--- config.mk ---
export PLATFORM = sky130hd
export DESIGN_NAME = chsg_geometry
export DESIGN_NICKNAME = d
export VERILOG_FILES = /design/src/chsg_pkg.sv /design/src/chsg_div.sv /design/src/chsg_geometry.sv
export SDC_FILE = /design/constraint.sdc
export NUM_CORES = 1
export LEC_CHECK = 0
export ABC_AREA = 1
export BUFFER_PORTS_ARGS = -buffer_cell sky130_fd_sc_hd__buf_2
export CAP_MARGIN = 20
export CORE_UTILIZATION = 40
export DETAILED_ROUTE_END_ITERATION = 16
export PLACE_DENSITY = 0.72
export SLEW_MARGIN = 25
export SYNTH_ARGS = -nofsm -noshare
export SYNTH_HDL_FRONTEND = slang
export SYNTH_SLANG_ARGS = --single-unit
--- constraint.sdc ---
create_clock -name MCLK_IN -period 5.4 [get_ports MCLK_IN]
set_input_delay 0.81 -clock MCLK_IN [delete_from_list [all_inputs] [get_ports MCLK_IN]]
set_output_delay 0.81 -clock MCLK_IN [all_outputs]
set_load 0.01 [all_outputs]
--- src/chsg_pkg.sv ---
package chsg_pkg;
	// capacity threshold of the small class, in sectors
	localparam logic [31:0] SMALL_SECTORS   = 32'h000fc000;
	localparam logic [15:0] SMALL_CYL_MAX   = 16'h0400;
	localparam logic [15:0] DEF_HEADS       = 16'h0010;
	localparam logic [15:0] DEF_SECTORS     = 16'h003f;
	localparam logic [15:0] CAP_FEW_HEADS   = 16'hffff;
	localparam logic [15:0] CAP_MID_HEADS   = 16'h7fff;
	localparam logic [15:0] CAP_MANY_HEADS  = 16'h3fff;
	localparam logic [15:0] HEADS_FEW_LIM   = 16'h0004;
	localparam logic [15:0] HEADS_MID_LIM   = 16'h0008;
	localparam logic [4:0]  CUR_HEADS_MAX   = 5'h10;
	localparam logic [15:0] WORD_MAX        = 16'hffff;
	localparam logic [5:0]  DIV_STEPS       = 6'h20;

	typedef struct packed {
		logic [15:0] cylinders;
		logic [15:0] heads;
		logic [15:0] sectors;
	} chsg_geom_t;

	typedef struct packed {
		logic [4:0] heads;
		logic [7:0] sectors;
	} chsg_init_t;
endpackage : chsg_pkg
--- src/chsg_div.sv ---
`timescale 1ns/10ps
// restoring divider, one quotient bit per clock
module chsg_div (
	input  wire logic        clk_in,
	input  wire logic        rst_in,
	input  wire logic        start_in,
	input  wire logic [31:0] dividend_in,
	input  wire logic [15:0] divisor_in,
	output logic             done_out,
	output logic [31:0]      quotient_out
);
	logic [31:0] dvd_reg;
	logic [15:0] dvs_reg;
	logic [16:0] rem_reg;
	logic [5:0]  cnt_reg;
	logic        done_reg;
	logic [16:0] rem_sh;
	logic        fits;

	// trial subtract of the shifted partial remainder
	assign rem_sh       = {rem_reg[15:0], dvd_reg[31]};
	assign fits         = rem_sh >= {1'b0, dvs_reg};
	assign done_out     = done_reg;
	assign quotient_out = dvd_reg;

	// quotient bits shift into the dividend register
	always_ff @(posedge clk_in) begin
		done_reg <= 1'b0;
		if (rst_in) begin
			dvd_reg <= 32'h00000000;
			dvs_reg <= 16'h0000;
			rem_reg <= 17'h00000;
			cnt_reg <= 6'h00;
		end else if (start_in) begin
			dvd_reg <= dividend_in;
			dvs_reg <= divisor_in;
			rem_reg <= 17'h00000;
			cnt_reg <= chsg_pkg::DIV_STEPS;
		end else if (cnt_reg != 6'h00) begin
			rem_reg <= fits ? rem_sh - {1'b0, dvs_reg} : rem_sh;
			dvd_reg <= {dvd_reg[30:0], fits};
			cnt_reg <= cnt_reg - 6'h01;
			done_reg <= (cnt_reg == 6'h01);
		end
	end
endmodule : chsg_div

--- src/chsg_geometry.sv ---
`timescale 1ns/10ps
// identification geometry words: defaults (1,3,6) and current (53-58)
module chsg_geometry (
	input  wire logic                MCLK_IN,
	input  wire logic                SYS_RST_IN,
	input  wire logic [31:0]         TOTAL_SECTORS_IN,
	input  wire logic                INIT_STB_IN,
	input  wire chsg_pkg::chsg_init_t INIT_PARAMS_IN,
	output chsg_pkg::chsg_geom_t     DEF_GEOM_OUT,
	output chsg_pkg::chsg_geom_t     CUR_GEOM_OUT,
	output logic [15:0]              WORD53_OUT,
	output logic [31:0]              CAPACITY_OUT,
	output logic                     BUSY_OUT
);
	typedef enum logic [2:0] {
		ST_START,
		ST_DEF_WAIT,
		ST_DEF_SET,
		ST_IDLE,
		ST_CUR_WAIT,
		ST_CUR_SET
	} chsg_state_t;

	chsg_state_t          state_reg;
	chsg_state_t          state_next;
	chsg_pkg::chsg_geom_t def_reg;
	chsg_pkg::chsg_geom_t cur_reg;
	logic                 valid_reg;
	logic [31:0]          cap_reg;
	logic                 busy_reg;
	logic [31:0]          total_reg;
	logic [4:0]           req_heads_reg;
	logic [7:0]           req_sect_reg;
	logic [15:0]          cyl_tmp_reg;
	logic                 div_start_reg;
	logic [15:0]          div_dvs_reg;

	logic                 div_done;
	logic [31:0]          div_q;
	logic [15:0]          q_sat;
	logic                 small_dev;
	logic [15:0]          big_cap;
	logic [15:0]          def_cyl;
	logic [12:0]          req_per_cyl;
	logic                 req_ok;
	logic [28:0]          cap_prod;
	logic                 init_take;
	logic                 init_good;
	logic                 init_bad;
	logic                 job_start;
	logic                 def_set;
	logic                 cur_set;

	// one divider serves both jobs; 32 serial steps trade latency
	// for area, harmless since the host waits on busy anyway
	chsg_div u_div (
		.clk_in      (MCLK_IN),
		.rst_in      (SYS_RST_IN),
		.start_in    (div_start_reg),
		.dividend_in (total_reg),
		.divisor_in  (div_dvs_reg),
		.done_out    (div_done),
		.quotient_out(div_q)
	);

	// quotient clamped to one word
	// beyond the clamp the spare sectors are simply left over
	assign q_sat = (div_q[31:16] != 16'h0000) ? chsg_pkg::WORD_MAX
	                                          : div_q[15:0];

	// default cylinder limit picked from the total size and the default head count
	// the same quotient feeds both limits; only one is picked
	assign small_dev = total_reg <= chsg_pkg::SMALL_SECTORS;
	assign big_cap = (chsg_pkg::DEF_HEADS <= chsg_pkg::HEADS_FEW_LIM) ?
	                 chsg_pkg::CAP_FEW_HEADS :
	                 (chsg_pkg::DEF_HEADS <= chsg_pkg::HEADS_MID_LIM) ?
	                 chsg_pkg::CAP_MID_HEADS : chsg_pkg::CAP_MANY_HEADS;
	assign def_cyl = small_dev ?
	                 ((q_sat > chsg_pkg::SMALL_CYL_MAX) ?
	                  chsg_pkg::SMALL_CYL_MAX : q_sat) :
	                 ((q_sat > big_cap) ? big_cap : q_sat);

	// a zero count or more than sixteen heads cannot be translated
	// the sector field is eight bits, so its upper bound is free
	assign req_ok = (INIT_PARAMS_IN.heads != 5'h00) &&
	                (INIT_PARAMS_IN.heads <= chsg_pkg::CUR_HEADS_MAX) &&
	                (INIT_PARAMS_IN.sectors != 8'h00);
	assign req_per_cyl = 13'(INIT_PARAMS_IN.heads) *
	                     13'(INIT_PARAMS_IN.sectors);

	// floor division keeps the product at or below the total
	assign cap_prod = 29'(cyl_tmp_reg) * 29'(div_dvs_reg[12:0]);

	// a strobe counts only while idle; one that lands mid-job is dropped
	// so the host never sees half-updated words
	assign init_take = (state_reg == ST_IDLE) && INIT_STB_IN;
	assign init_good = init_take && req_ok;
	assign init_bad  = init_take && !req_ok;

	// state decodes shared by the update processes
	assign job_start = (state_reg == ST_START);
	assign def_set   = (state_reg == ST_DEF_SET);
	assign cur_set   = (state_reg == ST_CUR_SET);

	assign DEF_GEOM_OUT = def_reg;
	assign CUR_GEOM_OUT = cur_reg;
	assign WORD53_OUT   = {15'h0000, valid_reg};
	assign CAPACITY_OUT = cap_reg;
	assign BUSY_OUT     = busy_reg;

	// sequencing of the two division jobs
	// a refused strobe leaves the machine idle
	always_comb begin
		state_next = state_reg;
		case (state_reg)
			ST_START:    state_next = ST_DEF_WAIT;
			ST_DEF_WAIT: if (div_done) begin
				state_next = ST_DEF_SET;
			end
			ST_DEF_SET:  state_next = ST_IDLE;
			ST_IDLE:     if (INIT_STB_IN && req_ok) begin
				state_next = ST_CUR_WAIT;
			end
			ST_CUR_WAIT: if (div_done) begin
				state_next = ST_CUR_SET;
			end
			ST_CUR_SET:  state_next = ST_IDLE;
			default:     state_next = ST_START;
		endcase
	end

	// state register; reset restarts the default job
	always_ff @(posedge MCLK_IN) begin
		if (SYS_RST_IN) begin
			state_reg <= ST_START;
		end else begin
			state_reg <= state_next;
		end
	end

	// divider launch; total is caught once after reset release
	// later changes of the total wait for the next reset
	always_ff @(posedge MCLK_IN) begin
		div_start_reg <= 1'b0;
		if (SYS_RST_IN) begin
			total_reg   <= 32'h00000000;
			div_dvs_reg <= 16'h0000;
		end else if (job_start) begin
			total_reg     <= TOTAL_SECTORS_IN;
			div_dvs_reg   <= 16'(chsg_pkg::DEF_HEADS * chsg_pkg::DEF_SECTORS);
			div_start_reg <= 1'b1;
		end else if (init_good) begin
			div_dvs_reg   <= {3'h0, req_per_cyl};
			div_start_reg <= 1'b1;
		end
	end

	// request latch and the quotient held until the joint update
	// bad params are latched too; only a good job ever reads them
	always_ff @(posedge MCLK_IN) begin
		if (SYS_RST_IN) begin
			req_heads_reg <= 5'h00;
			req_sect_reg  <= 8'h00;
			cyl_tmp_reg   <= 16'h0000;
		end else begin
			if (init_take) begin
				req_heads_reg <= INIT_PARAMS_IN.heads;
				req_sect_reg  <= INIT_PARAMS_IN.sectors;
			end
			if (div_done) begin
				cyl_tmp_reg <= (state_reg == ST_DEF_WAIT) ? def_cyl : q_sat;
			end
		end
	end

	// default words: written once, never again until reset
	// holding them keeps host tables steady for the whole session
	always_ff @(posedge MCLK_IN) begin
		if (SYS_RST_IN) begin
			def_reg <= '0;
		end else if (def_set) begin
			def_reg.cylinders <= cyl_tmp_reg;
			def_reg.heads     <= chsg_pkg::DEF_HEADS;
			def_reg.sectors   <= chsg_pkg::DEF_SECTORS;
		end
	end

	// current words 53-58 always change as one set
	always_ff @(posedge MCLK_IN) begin
		if (SYS_RST_IN) begin
			cur_reg   <= '0;
			cap_reg   <= 32'h00000000;
			valid_reg <= 1'b0;
		end else if (def_set) begin
			cur_reg.cylinders <= cyl_tmp_reg;
			cur_reg.heads     <= chsg_pkg::DEF_HEADS;
			cur_reg.sectors   <= chsg_pkg::DEF_SECTORS;
			cap_reg           <= {3'h0, cap_prod};
			valid_reg         <= 1'b1;
		end else if (init_bad) begin
			// words 54-58 read zero until a good job lands
			cur_reg   <= '0;
			cap_reg   <= 32'h00000000;
			valid_reg <= 1'b0;
		end else if (cur_set) begin
			cur_reg.cylinders <= cyl_tmp_reg;
			cur_reg.heads     <= {11'h000, req_heads_reg};
			cur_reg.sectors   <= {8'h00, req_sect_reg};
			cap_reg           <= {3'h0, cap_prod};
			valid_reg         <= 1'b1;
		end
	end

	// busy covers every cycle the words are not settled
	// taken from state_next so busy and the words move on one edge
	always_ff @(posedge MCLK_IN) begin
		if (SYS_RST_IN) begin
			busy_reg <= 1'b1;
		end else begin
			busy_reg <= (state_next != ST_IDLE);
		end
	end
endmodule : chsg_geometry

* After elaboration in Yosys (flattened, before gate mapping)
Cells that the tools add are included.
** Storage, ports and cells
- Register bits :: 224
- Input port bits :: 48
- Output and inout bits :: 145
- Logic and storage cells :: 89
** Operators by class
- Add/subtract/negate cells :: 2
- Multiply operators :: 2
- $lt $le $gt $ge :: 5
- Equal/unequal tests :: 7
- Multiplexer cells :: 27
- Bitwise logic cells :: 1
- Reductions and logical operators :: 20
** Operator list (number)
- $mux 48 :: 3
- $mux 16 :: 6
- $mux 29 :: 3
- $mux 32 :: 2
- $le 32x20->1 const B :: 1
- $mul 16x13->29 :: 1
- $mux 10 :: 2
- $ge 17x13->1 :: 1
- $gt 16x11->1 const B :: 1
- $gt 16x14->1 const B :: 1
- $reduce_bool 16->1 :: 1
- $sub 16x13->16 :: 1
- $pmux 3 s5 :: 1
- $mul 5x8->13 :: 1
- $mux 6 :: 2
- $mux 3 :: 3
- $reduce_bool 8->1 :: 1
- $eq 3x2->1 const B :: 2
- $eq 3x3->1 const B :: 2
- $eq 6x1->1 const B :: 1
- $logic_and 1x1->1 :: 6
- $reduce_bool 6->1 :: 1
- $reduce_or 2->1 :: 3
- $reduce_or 3->1 :: 2
- other kinds (11) :: 16

* Longest topological paths before layout
- Depth after elaboration :: 7
- Mapped depth :: 25

* By module
A second synthesis with hierarchy kept.
** Unflattened totals
- Cells, all modules :: 2678
- Area, all modules :: 19048.3 um^2
** Modules (own cells, without submodules)
- chsg_geometry :: instances 1, cells each 2081, area an instance 14965.6 um^2, seq. area each 3103.0 um^2
- chsg_div :: instances 1, cells each 597, area an instance 4082.7 um^2, seq. area each 1421.4 um^2

* Least setup slack after synthesis
OpenSTA, ideal clock, no wires.
- Kind :: register to register
- Start :: register div_dvs_reg[12]
- End :: register cap_reg[17], in the netlist CAPACITY_OUT[17]
- Library setup time :: 132 ps
- Arrival :: 4898 ps
- Required time :: 5268 ps
- Setup slack :: 369 ps
- Stages on the path, launching flop included :: 20
- Clock period less this slack :: 5031 ps
- Cells stage by stage :: dfxtp_1 -> clkbuf_1 -> clkbuf_1 -> nand2_1 -> fa_1 -> fa_1 -> inv_1 -> fa_1 -> fa_1 -> inv_1 -> fa_1 -> inv_1 -> ha_1 -> a21oi_1 -> o21ai_0 -> a21oi_1 -> nand2_1 -> or2_2 -> nand3_1 -> a21oi_1
** On the way
- Longest elaborated chain between the ends :: 4
** Ends and longest elaborated chain
- start: declaration :: RTL line chsg_geometry.sv:36 : logic [15:0] div_dvs_reg;
- start signal: assignment :: RTL line chsg_geometry.sv:150 : div_dvs_reg <= 16'(chsg_pkg::DEF_HEADS * chsg_pkg::DEF_SECTORS);
- start signal: assignment :: RTL line chsg_geometry.sv:153 : div_dvs_reg <= {3'h0, req_per_cyl};
- $mul 16x13->29 * :: RTL line chsg_geometry.sv:92 : assign cap_prod = 29'(cyl_tmp_reg) * 29'(div_dvs_reg[12:0]);
- $mux 29 :: RTL line chsg_geometry.sv:205 : end else if (cur_set) begin
- $mux 29 :: RTL line chsg_geometry.sv:200 : end else if (init_bad) begin
- $mux 29 * :: RTL line chsg_geometry.sv:194 : end else if (def_set) begin
- end signal: assignment :: RTL line chsg_geometry.sv:198 : cap_reg <= {3'h0, cap_prod};
- end signal: assignment :: RTL line chsg_geometry.sv:209 : cap_reg <= {3'h0, cap_prod};
- end: declaration :: RTL line chsg_geometry.sv:29 : logic [31:0] cap_reg;
Mark *: on every way between the ends. The rest lies on a longest branch, timed or not. The select of a mux whose other input is x is not followed.
A chain may end at the register's enable or synchronous reset.

* Worst setup path after layout
- Start :: register cyl_tmp_reg[9]
- End :: register cap_reg[17], in the netlist CAPACITY_OUT[17]
** On the way
- Longest elaborated chain between the ends :: 4
** Ends and longest elaborated chain
- start: declaration :: RTL line chsg_geometry.sv:34 : logic [15:0] cyl_tmp_reg;
- start signal: assignment :: RTL line chsg_geometry.sv:171 : cyl_tmp_reg <= (state_reg == ST_DEF_WAIT) ? def_cyl : q_sat;
- $mul 16x13->29 * :: RTL line chsg_geometry.sv:92
- $mux 29 :: RTL line chsg_geometry.sv:205
- $mux 29 :: RTL line chsg_geometry.sv:200
- $mux 29 * :: RTL line chsg_geometry.sv:194
Marks and branches as above.

==> impl_results.md <==
* Status: finished clean
* Die area at around 47000 µm²
* Ys async rst share at 0%
* Finished Cell Area at ~20000 µm²
* Finished Layout Cells at about 3200
* Vias in the first global route at approximately 16000
* Met2 WL post-DR at between 20000 and 25000 µm
* DRT Wirelength at ~46000 µm
* FF-to-FF End: CAPACITY_OUT[17]$_SDFFE_PP0P_
* Vias/cell at between 4 and 5
* Starting density of the core at between 40% and 50%
* Max_slew headroom at between 30% and 40%
* Sequential area share after synthesis at 24.4%
* Die span in x at between 200 and 250 µm
* Max Cap Viol at 0
* Synth cell types at 50
* Crit. Startpoint: cyl_tmp_reg[9]$_SDFFE_PP0P_
* WL per Instance at between 10 and 15 µm
* Warning count from the yosys run at 0
* Initial DRC Count at between 1000 and 1500
* CP endpoint: CAPACITY_OUT[17]$_SDFFE_PP0P_
* CTS root buf: clkbuf_16
* Crit path largest cell delay at approximately 540 ps
* Largest fanout on the critical path at 7
* Flop-to-flop setup slack at 320 ps
* Cells after DPL at approximately 3200
* Clock sinks at approximately 220
* Crit start category: flop
* Detailed Routing Iterations Pass 1 at 6
* Synthesis-stage register bit count at around 220
* Worst endpoint required time at 5840 ps
* RSZ-0062 raised after global routing: false
* Num rows at between 70 and 80
* Global-route wire length before repair at roughly 77000 µm
* Clock Latency Late Sink at ~580 ps
* Ant diodes at 0
* F_max at ~0.20 GHz
* Worst reg-to-reg path cell count at 20
* Most frequent cells in the layout: 608 x nand2_1, 440 x inv_1, 205 x dfxtp_1
* Top layer in use: met4
* Slew @ Worst Pin at 933 ps
* Antenna violations before repair at 0
* GRT overflow at 0
* Hold crit path type: flop to flop
* WL met1 at around 20000 µm
* Cts hold-fix bufs at 0
* CTS H-tree depth at 1
* Tot GR Track Use at about 20%
* Maximum VDD drop at between 0.0002 and 0.00025 V
* DP Area at 19100 µm²
* Crit share post-route at around 94%
* Synth Cell Area at 18300 µm²
* Nets at a little under 3000
* Final min period at roughly 5100 ps
* Total power at between 5 and 6 mW
* Core ar. at between 40000 and 50000 µm²
* Via Count at approximately 16000
* Pins Over Slew Limit at 0
* WP data arrival at between 5000 and 6000 ps
* Final hold slack at between 400 and 500 ps
* P_leak at around 10 nW
* Layout cell share with drive strength beyond 1 at a little over a tenth
* Clock-pin slew on the worst setup and hold paths at about 60 ps
* I/O Buffers at 130
* Die height at 216 µm
* EDFF count, synth at 0
* Power density of the placed cells at about 300 nW/µm²
* Clock skew at 33.3 ps
* I/O pin total at roughly 190
* Metal3 WL at about 2800 µm
* Hold Violations, Final at 0
* Origin of the critical flop-to-flop path: cyl_tmp_reg[9]$_SDFFE_PP0P_
* CP endpoint kind: flop
* Largest net degree at the start of global routing at ~60
* Area Overhead vs Synth at 10.1%
* Clk buf depth at 3
* Post-synth top flop: dfxtp_1
* Most common cell after layout, fill and taps aside: nand2_1
* Setup TNS at 0 ps
* Mapped Avg Cell Area at slightly above 7 µm²
* Critical-path cell list: buf_4, nand2_1, inv_1, fa_1, inv_1, fa_1, inv_1, fa_1, fa_1, inv_1, fa_1, inv_1, ha_1, a21oi_2, o21ai_0, a21oi_1, nand2_1, or2_2, nand3_1, a21oi_1
* Setup CP Type: flop to flop
* Synth Instances at 2524
* CTS tree: yes
* Routability cong. at just under 0.9
* Final ANT Viol Nets at 0
* Final Setup Violations at 0
* Drt drc at 0
* Worst path slowest cell: fa_1
* Detailed Place HPWL at around 34000 µm
* Inserted Clock Buffers at 26
* # fillers at around 4500
-- cell families (layout without fill, tap and decap cells) --
group | after synthesis | count (layout) | synth area share (%)
compound gates | 386 | 386 | 11.4
fa+ha+maj | 283 | 283 | 26.5
xor+xnor | 19 | 19 | 0.911
simple gates | 963 | 963 | 21.5
other cells | 1 | 62 | 0.0205
flops | 223 | 223 | 24.4
buf+inv | 649 | 670 | 15.2
-- per-stage QoR --
step	util (%)	worst slack, ps
6_report	45.1	316
5_1_grt	45.1	5.89
4_1_cts	44.9	102
3_5_place_dp	42.9	132
3_3_place_gp	42.9	121
2_1_floorplan	-	369
-- layer usage --
| metal | track usage (%) | up-vias |
|---|---|---|
| met1 | 26.5 | 7450 |
| met3 | 2.62 | 76 |
| li1 | - | 7772 |
| met2 | 33.5 | 473 |
| met5 | 0 | - |
| met4 | 6.48 | 0 |
-- worst max-delay path, delay by kind of cell, from the launching register on --
kind | cells | cell delay (ps)
flip-flops | 1 | 380
adder cells (fa/ha/maj) | 6 | 2940
AO/OA/AOI/OAI | 4 | 570
AND/OR/NAND/NOR | 4 | 570
buffers and inverters | 6 | 470
-- cell usage after synthesis, drive strengths merged, types with 2 or more instances --
master    n  area [µm²]
a21boi    3        22.5
a21o      7        52.6
a21oi   188         948
a221oi    2        17.5
a22oi     8        60.1
a31o      2        17.5
a31oi    25         156
buf     105         744
clkbuf   97         364
clkinv    2        7.51
dfxtp   223        4460
fa      173        3460
ha      110        1380
inv     445        1670
nand2   609        2290
nand3    91         475
nand3b    5        37.5
nand4    16         100
nor2    210         833
nor2b     2        12.5
nor3     14        81.3
nor4      4        25.0
o211ai    6        50.1
o21ai   131         656
o21bai    5        37.5
o221ai    2        17.5
o22ai     3        18.8
or2      11        68.8
xnor2     9        78.8
xor2     10        87.6
-- report_power, final --
part | internal, mW | total [mW] | switching [mW] | leakage [nW]
registers | 1.81 | 2.00 | 0.185 | 1.83
logic | 0.700 | 2.06 | 1.36 | 8.23
clock network | 1.11 | 1.87 | 0.763 | 0.442
total | 3.63 | 5.94 | 2.31 | 10.5
-- worst min path at each step --
stage                     depth (start not counted)                            from                        endpoint
after global routing                              2   CUR_GEOM_OUT[33]$_SDFFE_PP0P_   CUR_GEOM_OUT[33]$_SDFFE_PP0P_
after global placement                            2   CUR_GEOM_OUT[39]$_SDFFE_PP0P_   CUR_GEOM_OUT[39]$_SDFFE_PP0P_
after detailed placement                          2    req_sect_reg[4]$_SDFFE_PP0P_    req_sect_reg[4]$_SDFFE_PP0P_
after floorplan                                   2  u_div.dvs_reg[12]$_SDFFE_PP0P_  u_div.dvs_reg[12]$_SDFFE_PP0P_
final                                             2   CUR_GEOM_OUT[32]$_SDFFE_PP0P_   CUR_GEOM_OUT[32]$_SDFFE_PP0P_
after CTS                                         3            TOTAL_SECTORS_IN[24]      total_reg[24]$_SDFFE_PP0P_
-- timing repair --
action / 4_1_cts / 5_1_grt
buffers inserted: 0 / 0
gates resized for setup: 0 / 32
setup endpoints to repair: 0 / 15
-- cell type report --
class / instances / area (µm²) / area share [%]
Tap cell: 592 / 741 / 3.68
Sequential cell: 223 / 4500 / 22.4
Inverter: 447 / 1680 / 8.34
Clock inverter: 13 / 198 / 0.983
Clock buffer: 34 / 701 / 3.48
Timing Repair Buffer: 176 / 1020 / 5.06
Multi-Input combinational cell: 1713 / 11300 / 56.1
No activity file was read; power rests on OpenSTA's default activity.
